[config.mk]
export PLATFORM = sky130hd
export DESIGN_NAME = iord_bank
export DESIGN_NICKNAME = d
export VERILOG_FILES = /design/src/logic/iord_pkg.sv /design/src/logic/iord_bank.sv
export SDC_FILE = /design/constraint.sdc
export NUM_CORES = 1
export LEC_CHECK = 0
export ABC_AREA = 1
export BUFFER_PORTS_ARGS = -buffer_cell sky130_fd_sc_hd__buf_2
export CAP_MARGIN = 20
export CORE_AREA = 2 2 237 298
export DETAILED_ROUTE_END_ITERATION = 10
export DIE_AREA = 0 0 239 300
export MAX_ROUTING_LAYER = met4
export PLACE_DENSITY = 0.59
export SLEW_MARGIN = 0
export SYNTH_ARGS = -nofsm -noshare
export SYNTH_HDL_FRONTEND = slang
export SYNTH_SLANG_ARGS = --single-unit
export TNS_END_PERCENT = 20
[constraint.sdc]
create_clock -name mclk -period 5.1 [get_ports mclk]
set_input_delay 0.255 -clock mclk [delete_from_list [all_inputs] [get_ports mclk]]
set_output_delay 0.255 -clock mclk [all_outputs]
set_load 0.05 [all_outputs]
[src/logic/iord_pkg.sv]
// shared constants, types and carriers of the lower i/o register bank
package iord_pkg;

  // ----------------------------------------------------------------
  // address space
  // ----------------------------------------------------------------
  localparam logic [5:0] IORD_BIT_ACC_LAST = 6'h1F;
  localparam logic [8:0] IORD_DATA_IO_OFFSET = 9'h020;
  localparam logic [8:0] IORD_EXT_FIRST = 9'h060;
  localparam logic [7:0] IORD_REG_RESET = 8'h00;

  // ----------------------------------------------------------------
  // register i/o addresses
  // ----------------------------------------------------------------
  localparam logic [5:0] IORD_PORT_B_INPUT = 6'h03;
  localparam logic [5:0] IORD_PORT_B_DIRECTION = 6'h04;
  localparam logic [5:0] IORD_PORT_B_OUTPUT = 6'h05;
  localparam logic [5:0] IORD_PORT_C_INPUT = 6'h06;
  localparam logic [5:0] IORD_PORT_C_DIRECTION = 6'h07;
  localparam logic [5:0] IORD_PORT_C_OUTPUT = 6'h08;
  localparam logic [5:0] IORD_PORT_D_INPUT = 6'h09;
  localparam logic [5:0] IORD_PORT_D_DIRECTION = 6'h0A;
  localparam logic [5:0] IORD_PORT_D_OUTPUT = 6'h0B;
  localparam logic [5:0] IORD_TIMER0_FLAGS = 6'h15;
  localparam logic [5:0] IORD_TIMER1_FLAGS = 6'h16;
  localparam logic [5:0] IORD_EXT_INT_FLAGS = 6'h1C;
  localparam logic [5:0] IORD_EXT_INT_MASK = 6'h1D;
  localparam logic [5:0] IORD_GENERAL_SCRATCH_0 = 6'h1E;
  localparam logic [5:0] IORD_EEPROM_CONTROL = 6'h1F;
  localparam logic [5:0] IORD_EEPROM_DATA = 6'h20;
  localparam logic [5:0] IORD_EEPROM_ADDRESS_LOW = 6'h21;
  localparam logic [5:0] IORD_EEPROM_ADDRESS_HIGH = 6'h22;
  localparam logic [5:0] IORD_TIMER_PRESCALER_CONTROL = 6'h23;
  localparam logic [5:0] IORD_TIMER0_CONTROL_A = 6'h24;
  localparam logic [5:0] IORD_TIMER0_CONTROL_B = 6'h25;
  localparam logic [5:0] IORD_TIMER0_COUNT = 6'h26;
  localparam logic [5:0] IORD_TIMER0_COMPARE_A = 6'h27;
  localparam logic [5:0] IORD_TIMER0_COMPARE_B = 6'h28;
  localparam logic [5:0] IORD_PLL_CONTROL_STATUS = 6'h29;
  localparam logic [5:0] IORD_GENERAL_SCRATCH_1 = 6'h2A;
  localparam logic [5:0] IORD_GENERAL_SCRATCH_2 = 6'h2B;
  localparam logic [5:0] IORD_SPI_CONTROL = 6'h2C;
  localparam logic [5:0] IORD_SPI_STATUS = 6'h2D;
  localparam logic [5:0] IORD_SPI_DATA = 6'h2E;
  localparam logic [5:0] IORD_COMPARATOR_CONTROL_STATUS = 6'h30;
  localparam logic [5:0] IORD_DEBUG_LINK_DATA = 6'h31;
  localparam logic [5:0] IORD_SLEEP_MODE_CONTROL = 6'h33;

  // ----------------------------------------------------------------
  // field masks: software-writable, write-one-to-clear, hardware-fed
  // ----------------------------------------------------------------
  localparam logic [7:0] IORD_M_FULL = 8'hFF;
  localparam logic [7:0] IORD_M_NONE = 8'h00;
  localparam logic [7:0] IORD_M_PORT_C = 8'hF7;
  localparam logic [7:0] IORD_W1C_TIMER0 = 8'h07;
  localparam logic [7:0] IORD_W1C_TIMER1 = 8'h2F;
  localparam logic [7:0] IORD_WM_EEPROM_CONTROL = 8'h3F;
  localparam logic [7:0] IORD_WM_EEPROM_ADDR_HIGH = 8'h03;
  localparam logic [7:0] IORD_WM_PRESCALER = 8'h83;
  localparam logic [7:0] IORD_WM_TIMER0_A = 8'hF3;
  localparam logic [7:0] IORD_WM_TIMER0_B = 8'hCF;
  localparam logic [7:0] IORD_WM_PLL = 8'h1E;
  localparam logic [7:0] IORD_HW_PLL = 8'h01;
  localparam logic [7:0] IORD_WM_SPI_STATUS = 8'h01;
  localparam logic [7:0] IORD_HW_SPI_STATUS = 8'hC0;
  localparam logic [7:0] IORD_WM_COMPARATOR = 8'hCF;
  localparam logic [7:0] IORD_W1C_COMPARATOR = 8'h10;
  localparam logic [7:0] IORD_HW_COMPARATOR = 8'h20;
  localparam logic [7:0] IORD_WM_SLEEP = 8'h0F;
  localparam int IORD_ACI_BIT = 4;
  localparam int IORD_ACO_BIT = 5;
  localparam int IORD_ICF1_BIT = 5;

  // ----------------------------------------------------------------
  // types
  // ----------------------------------------------------------------
  typedef enum logic [2:0] {
    IORD_OP_IO_RD, IORD_OP_IO_WR, IORD_OP_BIT_SET_INSTR, IORD_OP_BIT_CLEAR_INSTR,
    IORD_OP_SKIP_IF_BIT_SET_INSTR, IORD_OP_SKIP_IF_BIT_CLEAR_INSTR,
    IORD_OP_DATA_LOAD_INSTR, IORD_OP_DATA_STORE_INSTR
  } iord_op_t;

  typedef struct packed {
    logic valid;
    iord_op_t op;
    logic [8:0] addr;
    logic [2:0] bitsel;
    logic [7:0] wdata;
  } iord_req_t;

  typedef struct packed {
    logic valid;
    logic [7:0] rdata;
    logic skip;
    logic refused;
    logic elsewhere;
  } iord_rsp_t;

  typedef struct packed {
    logic [2:0] timer0;
    logic [4:0] timer1;
    logic [7:0] ext_int;
    logic comparator;
  } iord_evt_t;

  typedef struct packed {
    logic [1:0] spi_flags;
    logic comparator_out;
    logic pll_lock;
  } iord_stat_t;

  typedef struct packed {
    logic [7:0] port_b_dir;
    logic [7:0] port_b_out;
    logic [7:0] port_c_dir;
    logic [7:0] port_c_out;
    logic [7:0] port_d_dir;
    logic [7:0] port_d_out;
    logic wr_pulse;
    logic [5:0] wr_addr;
    logic [7:0] wr_data;
  } iord_ctl_t;

  typedef struct packed {
    logic [63:0][7:0] regs;
    logic [23:0] sync1;
    logic [23:0] sync2;
    logic [23:0] sync3;
    iord_rsp_t rsp;
    logic wr_pulse;
    logic [5:0] wr_addr;
    logic [7:0] wr_data;
  } iord_state_t;

endpackage : iord_pkg

[src/logic/iord_bank.sv]
// lower i/o register bank: decode, bit access, flags and port pins
`timescale 1ns/1ns

// Contract
// - reserved bit positions may read as anything; readers ignore them.
// - addresses 0x00 to 0x1F accept single-bit set and clear; higher refuse.
// - bit-accessible registers let the core test one bit and skip.
// - some flags clear on writing one; writing zero leaves them alone.
// - bit set and clear are read-modify-write, so set flags get cleared.
// - io transfers use io addresses 0x00 to 0x3F.
// - data-space address equals io address plus 0x20.
// - extended space 0x60 to 0x1FF is reached only by data-space access.
module iord_bank
  import iord_pkg::*;
(
  // clock, reset, enable
  input wire logic mclk,
  input wire logic rst_n,
  input wire logic ce,
  // core access
  input wire iord_req_t req,
  output iord_rsp_t rsp,
  // peripheral events and status levels
  input wire iord_evt_t evt,
  input wire iord_stat_t stat,
  // port pins, asynchronous to mclk
  input wire logic [7:0] pin_b,
  input wire logic [7:0] pin_c,
  input wire logic [7:0] pin_d,
  // control towards ports and peripherals
  output iord_ctl_t ctl
);

  // ----------------------------------------------------------------
  // register map decoding
  // ----------------------------------------------------------------

  // an address in none of the three masks below
  // is reserved: it drops writes and reads zero
  // bits that software may write plainly
  function automatic logic [7:0] wr_mask(input logic [5:0] a);
    case (a)
      IORD_PORT_B_DIRECTION, IORD_PORT_B_OUTPUT: wr_mask = IORD_M_FULL;
      IORD_PORT_C_DIRECTION, IORD_PORT_C_OUTPUT: wr_mask = IORD_M_PORT_C;
      IORD_PORT_D_DIRECTION, IORD_PORT_D_OUTPUT: wr_mask = IORD_M_FULL;
      IORD_EXT_INT_MASK, IORD_GENERAL_SCRATCH_0: wr_mask = IORD_M_FULL;
      IORD_EEPROM_CONTROL: wr_mask = IORD_WM_EEPROM_CONTROL;
      IORD_EEPROM_DATA, IORD_EEPROM_ADDRESS_LOW: wr_mask = IORD_M_FULL;
      IORD_EEPROM_ADDRESS_HIGH: wr_mask = IORD_WM_EEPROM_ADDR_HIGH;
      IORD_TIMER_PRESCALER_CONTROL: wr_mask = IORD_WM_PRESCALER;
      IORD_TIMER0_CONTROL_A: wr_mask = IORD_WM_TIMER0_A;
      IORD_TIMER0_CONTROL_B: wr_mask = IORD_WM_TIMER0_B;
      IORD_TIMER0_COUNT, IORD_TIMER0_COMPARE_A: wr_mask = IORD_M_FULL;
      IORD_TIMER0_COMPARE_B: wr_mask = IORD_M_FULL;
      IORD_PLL_CONTROL_STATUS: wr_mask = IORD_WM_PLL;
      IORD_GENERAL_SCRATCH_1, IORD_GENERAL_SCRATCH_2: wr_mask = IORD_M_FULL;
      IORD_SPI_CONTROL, IORD_SPI_DATA: wr_mask = IORD_M_FULL;
      IORD_SPI_STATUS: wr_mask = IORD_WM_SPI_STATUS;
      IORD_COMPARATOR_CONTROL_STATUS: wr_mask = IORD_WM_COMPARATOR;
      IORD_DEBUG_LINK_DATA: wr_mask = IORD_M_FULL;
      IORD_SLEEP_MODE_CONTROL: wr_mask = IORD_WM_SLEEP;
      default: wr_mask = IORD_M_NONE;
    endcase
  endfunction : wr_mask

  // plain and clear masks never overlap, so the
  // clear cannot undo a plain write
  // flag bits cleared by writing a one
  function automatic logic [7:0] w1c_mask(input logic [5:0] a);
    case (a)
      IORD_TIMER0_FLAGS: w1c_mask = IORD_W1C_TIMER0;
      IORD_TIMER1_FLAGS: w1c_mask = IORD_W1C_TIMER1;
      IORD_EXT_INT_FLAGS: w1c_mask = IORD_M_FULL;
      IORD_COMPARATOR_CONTROL_STATUS: w1c_mask = IORD_W1C_COMPARATOR;
      default: w1c_mask = IORD_M_NONE;
    endcase
  endfunction : w1c_mask

  // writes under these bits are dropped, so a live
  // level can never be overridden by software
  // bits whose value comes straight from hardware on read
  function automatic logic [7:0] hw_mask(input logic [5:0] a);
    case (a)
      IORD_PORT_B_INPUT, IORD_PORT_D_INPUT: hw_mask = IORD_M_FULL;
      IORD_PORT_C_INPUT: hw_mask = IORD_M_PORT_C;
      IORD_PLL_CONTROL_STATUS: hw_mask = IORD_HW_PLL;
      IORD_SPI_STATUS: hw_mask = IORD_HW_SPI_STATUS;
      IORD_COMPARATOR_CONTROL_STATUS: hw_mask = IORD_HW_COMPARATOR;
      default: hw_mask = IORD_M_NONE;
    endcase
  endfunction : hw_mask

  // ----------------------------------------------------------------
  // state
  // ----------------------------------------------------------------
  // one struct, so reset and enable reach every
  // bit of the bank in the same way
  iord_state_t st_r;
  iord_state_t st_nxt;

  // reads see the state as it stood at the taking edge
  // hardware-fed bits for every address, assembled once per cycle
  logic [63:0][7:0] hw_val;

  // reserved bits could read as anything; zero
  // keeps the view repeatable
  // read view of one io address, reserved bits forced low
  function automatic logic [7:0] read_view(input logic [5:0] a,
                                           input logic [63:0][7:0] regs,
                                           input logic [63:0][7:0] hw);
    logic [7:0] live;
    logic [7:0] keep;
    live = hw_mask(a);
    keep = wr_mask(a) | w1c_mask(a);
    read_view = (regs[a] & keep) | (hw[a] & live);
  endfunction : read_view

  // ----------------------------------------------------------------
  // hardware-fed read values
  // ----------------------------------------------------------------

  // status levels already come from flip-flops on
  // this clock; another stage would add latency
  // pin values sit in the input slots once debounced; status levels are live
  always_comb
  begin
    // unused slots stay zero
    hw_val = '0;
    hw_val[IORD_PORT_B_INPUT] = st_r.regs[IORD_PORT_B_INPUT];
    hw_val[IORD_PORT_C_INPUT] = st_r.regs[IORD_PORT_C_INPUT];
    hw_val[IORD_PORT_D_INPUT] = st_r.regs[IORD_PORT_D_INPUT];
    // live levels land on their own bits only
    hw_val[IORD_PLL_CONTROL_STATUS][0] = stat.pll_lock;
    hw_val[IORD_SPI_STATUS][7:6] = stat.spi_flags;
    hw_val[IORD_COMPARATOR_CONTROL_STATUS][IORD_ACO_BIT] = stat.comparator_out;
  end

  // ----------------------------------------------------------------
  // access decode and next state
  // ----------------------------------------------------------------
  // decode scratch, all set at the top of the process
  logic [5:0] io_a;
  logic is_io_op;
  logic is_bit_op;
  logic is_write;
  logic in_io_range;
  logic refuse;
  logic [7:0] rv;
  logic [7:0] one_hot;
  logic [7:0] wd;
  logic [7:0] wm;
  logic [7:0] cm;
  logic [8:0] data_off;

  always_comb
  begin
    // hold by default; each section overrides its own part
    st_nxt = st_r;
    io_a = req.addr[5:0];
    // data-space form, meaningful in the window only
    data_off = req.addr - IORD_DATA_IO_OFFSET;
    is_io_op = 1'b0;
    is_bit_op = 1'b0;
    is_write = 1'b0;
    in_io_range = 1'b0;
    refuse = 1'b0;
    rv = '0;
    // one bit set at the selected position
    one_hot = 8'h01 << req.bitsel;
    wd = '0;
    wm = '0;
    cm = '0;

    // data loads fall to the default: no write and
    // no io form of the address
    // classify the operation
    case (req.op)
      IORD_OP_IO_RD: is_io_op = 1'b1;
      IORD_OP_IO_WR:
      begin
        is_io_op = 1'b1;
        is_write = 1'b1;
      end
      IORD_OP_BIT_SET_INSTR, IORD_OP_BIT_CLEAR_INSTR:
      begin
        is_io_op = 1'b1;
        is_bit_op = 1'b1;
        is_write = 1'b1;
      end
      IORD_OP_SKIP_IF_BIT_SET_INSTR, IORD_OP_SKIP_IF_BIT_CLEAR_INSTR:
      begin
        is_io_op = 1'b1;
        is_bit_op = 1'b1;
      end
      IORD_OP_DATA_STORE_INSTR: is_write = 1'b1;
      default: is_write = 1'b0;
    endcase

    // an io op can still carry an address above 0x3F; refusing
    // it stops aliasing onto a low register
    // map the request to one io address, or send it elsewhere
    if (is_io_op)
    begin
      // io instructions carry six address bits; anything above is refused
      in_io_range = (req.addr[8:6] == 3'h0);
      refuse = !in_io_range;
    end
    else
    begin
      // data space: io window sits 0x20 up, extended space is not ours
      in_io_range = (req.addr >= IORD_DATA_IO_OFFSET) && (req.addr < IORD_EXT_FIRST);
      // the low six bits name the register
      io_a = data_off[5:0];
    end

    // limitation: skip tests share this limit, so a
    // test in 0x20..0x3F is refused, not answered
    // single-bit forms only reach the low half of the space
    if (is_bit_op && in_io_range && (io_a > IORD_BIT_ACC_LAST))
    begin
      refuse = 1'b1;
      in_io_range = 1'b0;
    end

    // the view drops reserved bits, so a bit form
    // never writes back junk from them
    rv = read_view(io_a, st_r.regs, hw_val);

    // write data: bit forms rewrite the whole register as read
    case (req.op)
      IORD_OP_BIT_SET_INSTR: wd = rv | one_hot;
      IORD_OP_BIT_CLEAR_INSTR: wd = rv & ~one_hot;
      default: wd = req.wdata;
    endcase

    // one cycle of latency buys outputs that all
    // come straight from flip-flops
    // response is registered one cycle after the request
    st_nxt.rsp = '0;
    // both pulses drop unless a request is taken
    st_nxt.wr_pulse = 1'b0;
    if (req.valid)
    begin
      st_nxt.rsp.valid = 1'b1;
      st_nxt.rsp.refused = refuse;
      st_nxt.rsp.elsewhere = !refuse && !in_io_range;
      // writes, refusals and foreign addresses read zero
      st_nxt.rsp.rdata = (in_io_range && !is_write) ? rv : IORD_REG_RESET;
      // the tested bit comes from the read view
      if (in_io_range && req.op == IORD_OP_SKIP_IF_BIT_SET_INSTR)
        st_nxt.rsp.skip = rv[req.bitsel];
      if (in_io_range && req.op == IORD_OP_SKIP_IF_BIT_CLEAR_INSTR)
        st_nxt.rsp.skip = !rv[req.bitsel];
    end

    // the strobe fires for reserved addresses too, so
    // a watcher sees every store that lands in the io range
    // one register is written per access; reserved addresses have empty masks
    if (req.valid && is_write && in_io_range)
    begin
      wm = wr_mask(io_a);
      cm = w1c_mask(io_a);
      st_nxt.regs[io_a] = (st_r.regs[io_a] & ~wm) | (wd & wm);
      // a one clears the flag, a zero leaves it
      st_nxt.regs[io_a] = st_nxt.regs[io_a] & ~(wd & cm);
      st_nxt.wr_pulse = 1'b1;
      // the strobe carries the write data limited to the plainly writable bits
      st_nxt.wr_addr = io_a;
      st_nxt.wr_data = wd & wm;
    end

    // event and clear in one cycle leave the flag set:
    // software never loses an unseen event
    // events set flags after the clear so a coincident event survives
    st_nxt.regs[IORD_TIMER0_FLAGS][2:0] = st_nxt.regs[IORD_TIMER0_FLAGS][2:0] | evt.timer0;
    // timer 1 has no flag on bit 4
    st_nxt.regs[IORD_TIMER1_FLAGS][3:0] =
      st_nxt.regs[IORD_TIMER1_FLAGS][3:0] | evt.timer1[3:0];
    st_nxt.regs[IORD_TIMER1_FLAGS][IORD_ICF1_BIT] =
      st_nxt.regs[IORD_TIMER1_FLAGS][IORD_ICF1_BIT] | evt.timer1[4];
    st_nxt.regs[IORD_EXT_INT_FLAGS] = st_nxt.regs[IORD_EXT_INT_FLAGS] | evt.ext_int;
    st_nxt.regs[IORD_COMPARATOR_CONTROL_STATUS][IORD_ACI_BIT] =
      st_nxt.regs[IORD_COMPARATOR_CONTROL_STATUS][IORD_ACI_BIT] | evt.comparator;

    // a bit still moving keeps its old value, so a
    // read never sees a half-settled level
    // pin synchroniser: third stage compared with second, first read only by second
    // stage one may be metastable; only stage two reads it
    st_nxt.sync1 = {pin_d, pin_c, pin_b};
    st_nxt.sync2 = st_r.sync1;
    st_nxt.sync3 = st_r.sync2;
    // pin b in bits 7:0, c in 15:8, d in 23:16
    for (int i = 0; i < 8; i++)
    begin
      if (st_r.sync2[i] == st_r.sync3[i])
        st_nxt.regs[IORD_PORT_B_INPUT][i] = st_r.sync3[i];
      if (st_r.sync2[8 + i] == st_r.sync3[8 + i])
        st_nxt.regs[IORD_PORT_C_INPUT][i] = st_r.sync3[8 + i];
      if (st_r.sync2[16 + i] == st_r.sync3[16 + i])
        st_nxt.regs[IORD_PORT_D_INPUT][i] = st_r.sync3[16 + i];
    end
  end

  // ----------------------------------------------------------------
  // state register
  // ----------------------------------------------------------------

  // reset wins even with the enable low, so a
  // stalled block still leaves reset cleanly
  // enable low freezes everything, including the pin pipeline
  always_ff @(posedge mclk)
  begin
    if (!rst_n)
    begin
      // no reset values are defined: all start at zero
      st_r <= '0;
    end
    else if (ce)
    begin
      st_r <= st_nxt;
    end
  end

  // ----------------------------------------------------------------
  // outputs, all taken from flip-flops
  // ----------------------------------------------------------------
  // port c bit 3 has no pin and is forced low here too
  assign rsp = st_r.rsp;
  assign ctl.port_b_dir = st_r.regs[IORD_PORT_B_DIRECTION];
  assign ctl.port_b_out = st_r.regs[IORD_PORT_B_OUTPUT];
  assign ctl.port_c_dir = st_r.regs[IORD_PORT_C_DIRECTION] & IORD_M_PORT_C;
  assign ctl.port_c_out = st_r.regs[IORD_PORT_C_OUTPUT] & IORD_M_PORT_C;
  assign ctl.port_d_dir = st_r.regs[IORD_PORT_D_DIRECTION];
  assign ctl.port_d_out = st_r.regs[IORD_PORT_D_OUTPUT];
  // strobe stands for one cycle; address and data hold until the next write
  assign ctl.wr_pulse = st_r.wr_pulse; // lets peripherals take data registers
  assign ctl.wr_addr = st_r.wr_addr;
  assign ctl.wr_data = st_r.wr_data;

endmodule : iord_bank

==> results.json <==
{
  "endpoint_kind": "register",
  "min_path_type": "input pin to register",
  "routed_via_density": 4.97,
  "drv_cap": 0,
  "cpPeakStageDelay_ns": 0.46,
  "fin_util_pct": 44.5,
  "tns_ns": 0,
  "pin_count": 147,
  "grt_start_max_net_pins": 185,
  "p_leak_uw": 0.0159,
  "drt_iter0_markers": 2103,
  "first_pass_iters": 8,
  "status": "completed",
  "route.detailed.drc": 0,
  "crit_path_max_fanout": 44,
  "grt_pass1_vias": 22400,
  "stdcell_area_um2": 30700,
  "start_util_pct": 39.7,
  "cp_cell_sequence": "buf_4 > inv_6 > nor2_8 > buf_4 > buf_4 > nand2_1 > nand2_1 > nor2_1 > nand2_1 > nand2_1 > nand2_1 > inv_1 > nand2_1 > nand2_1 > nand2_1 > nand2_1 > nand3_1 > nand2_1 > nand2_1 > nand2_1 > nand2_2 > buf_4 > a21oi_1",
  "cp_common_cell": "nand2_1",
  "path_clk_slew_ns": 0.06,
  "routed_wirelength_mm": 89.9,
  "ys_top_cells_by_count": "nand2_1 (1360), dfxtp_1 (611), inv_1 (400), a21oi_1 (355), nor2_1 (315)",
  "placed_area_um2": 28000,
  "port_buffers": 144,
  "yosysWarnings": 0,
  "place_hpwl_mm": 60.6,
  "power_density_nw_per_um2": 349,
  "nets": 4053,
  "antenna_found_initial": 2,
  "criticalPathCategory": "input pin to register",
  "cts_buffers": 61,
  "h-tree-depth": 2,
  "synthCells": 3957,
  "core-area_um2": 68900,
  "cts.sinks": 611,
  "ys_ff_latch": 611,
  "vias": 24400,
  "drive_gt1_share_pct": 9.98,
  "die_w_um": 239,
  "placedCellCount": 4749,
  "worstPathRequired_ns": 5.59,
  "cts_tree": "done",
  "cts.path.max_buffers": 3,
  "peakVddDrop_v": 0.000261,
  "clock_skew_ns": 0.0334,
  "setup_violations": 0,
  "maxSlewViolCount": 0,
  "power.total_uw": 10700,
  "rows": 108,
  "critPathLaunchType": "input pin",
  "slew-limit-headroom_pct": 30.8,
  "stdcell_count": 4910,
  "cpMaxStageDelayCell": "buf_4",
  "arrival_ns": 3.92,
  "fmax_mhz": 292,
  "tightest_slew_ns": 1.03,
  "ys_async_sr_fraction_pct": 0,
  "nFillCells": 7150,
  "drtAntennaViolNets": 0,
  "grt.total_usage_pct": 25.3,
  "min_period_over_period_pct": 67.2,
  "grt_setup_unrepaired": "no",
  "synth_ff_type": "dfxtp_1",
  "insertion_delay_ns": 0.66,
  "postSynthAreaPerCell_um2": 6.91,
  "ys_types": 45,
  "die_area_um2": 71700,
  "period_needed_ns": 3.43,
  "cts_root_buf": "clkbuf_16",
  "finalHoldViolations": 0,
  "grt_first_pass_wirelength_mm": 135,
  "yosys-top-cells-area": "dfxtp_1 (45%), nand2_1 (19%), a21oi_1 (6.5%)",
  "globalRoute.totalOverflow": 0,
  "synth_top_area_share_pct": 44.7,
  "routabilityCongestion": 0.971,
  "die_y_um": 300,
  "yosysTopAreaCell": "dfxtp_1",
  "synthToLayoutAreaGrowth_pct": 12.1,
  "synth_seq_area_share_pct": 44.7,
  "detail_route.wl_per_cell_um": 18.3,
  "synth_enable_flop_cells": 0,
  "netlist_area_um2": 27400,
  "cts.repair.resized": 0,
  "yosysMostFrequentCell": "nand2_1"
}
## state kept, by name, indices dropped and copies added (netlist names)
register and flops:
st_nxt 48, hw_val 24, rsp 12, st_r 466, ctl 61
## per-stage QoR
stage / setup WS [ns] / hold slack [ns]
6_report: 1.67 / 0.0433
5_1_grt: 1.44 / 0.0516
4_1_cts: 1.76 / 0.000384
3_5_place_dp: 1.08 / 0.416
3_3_place_gp: 1.10 / 0.413
2_1_floorplan: 2.61 / 0.390
## where the power goes
part,internal (uW),leakage (uW),switching (uW),total (uW)
sequential,4840,0.00494,48.7,4890
combinational,206,0.00990,629,835
clock,2960,0.00109,2010,4970
total,8000,0.0159,2680,10700
## path summary, 6_finish.rpt
| kind | from | end | slack [ns] | cells after the start |
|---|---|---|---|---|
| worst max-delay path | req[11] | st_r[507] | 1.67 | 23 |
| worst min-delay path | req[22] | rsp[2] | 0.04 | 5 |
| worst max register to register | hw_val[74] | st_r[325] | 2.11 | 18 |
| worst min register to register | st_r[590] | st_r[590] | 0.42 | 2 |
## cells in the final DEF (no fill, tap or decap), types with 5 or more instances in the layout
cell type	instances
nor3_4	9
nand2_2	21
nand2_1	1360
a31oi_1	19
buf_2	142
dlygate4sd3_1	44
nor2_1	314
o21ai_1	28
buf_12	6
dfxtp_1	611
nor2_4	11
nor4_4	13
buf_4	55
nand4_1	12
inv_1	399
a21oi_1	355
inv_2	9
nand3_1	118
nand2_4	8
nor3_1	6
clkinvlp_4	6
clkbuf_8	15
clkbuf_16	62
clkinv_2	10
clkbuf_1	9
ha_1	5
a22oi_1	15
o21ai_0	306
bufinv_16	10
## layout make-up
type	instances	area [um2]	share of cell area (%)
flip-flops and latches	611	12200	39.9
multi-input cells	2639	11800	38.6
clock buffers	86	1790	5.84
repair buffers	248	1700	5.54
inverters	415	1570	5.12
well taps	880	1100	3.59
clock inverters	29	444	1.45
diodes	2	5.00	0.0163
## worst max-delay path, delay by kind of cell
family / cells / cell delay (ns)
AO/OA/AOI/OAI: 1 / 0.12
buffers and inverters: 6 / 1.75
AND/OR/NAND/NOR: 16 / 1.64
## per-layer routing
layer | wire length [um] | share of wire (%) | vias up | GRT usage [%]
met5 | 0 | 0 | - | -
met4 | 5380 | 6.0 | 0 | 13.9
met2 | 42700 | 48 | 690 | 41.4
met3 | 4670 | 5.2 | 221 | 3.14
li1 | - | - | 12400 | -
met1 | 37100 | 41 | 11200 | 30.4
## cells by family (layout without fill, tap and decap cells)
logic type	count (synthesis)	in the layout	share of synthesized area, %
simple gates	1892	1892	29.0
compound gates	739	739	13.9
buf+inv	708	778	12.1
flops	611	611	44.7
fa+ha+maj	5	5	0.229
other cells	1	4	0.0137
xor+xnor	1	1	0.0320
## repair_timing
item	CTS	global route
hold endpoints to repair	43	0
hold buffers	44	0
buffers inserted	0	0
Note: power is estimated with default switching activity, not from simulation.
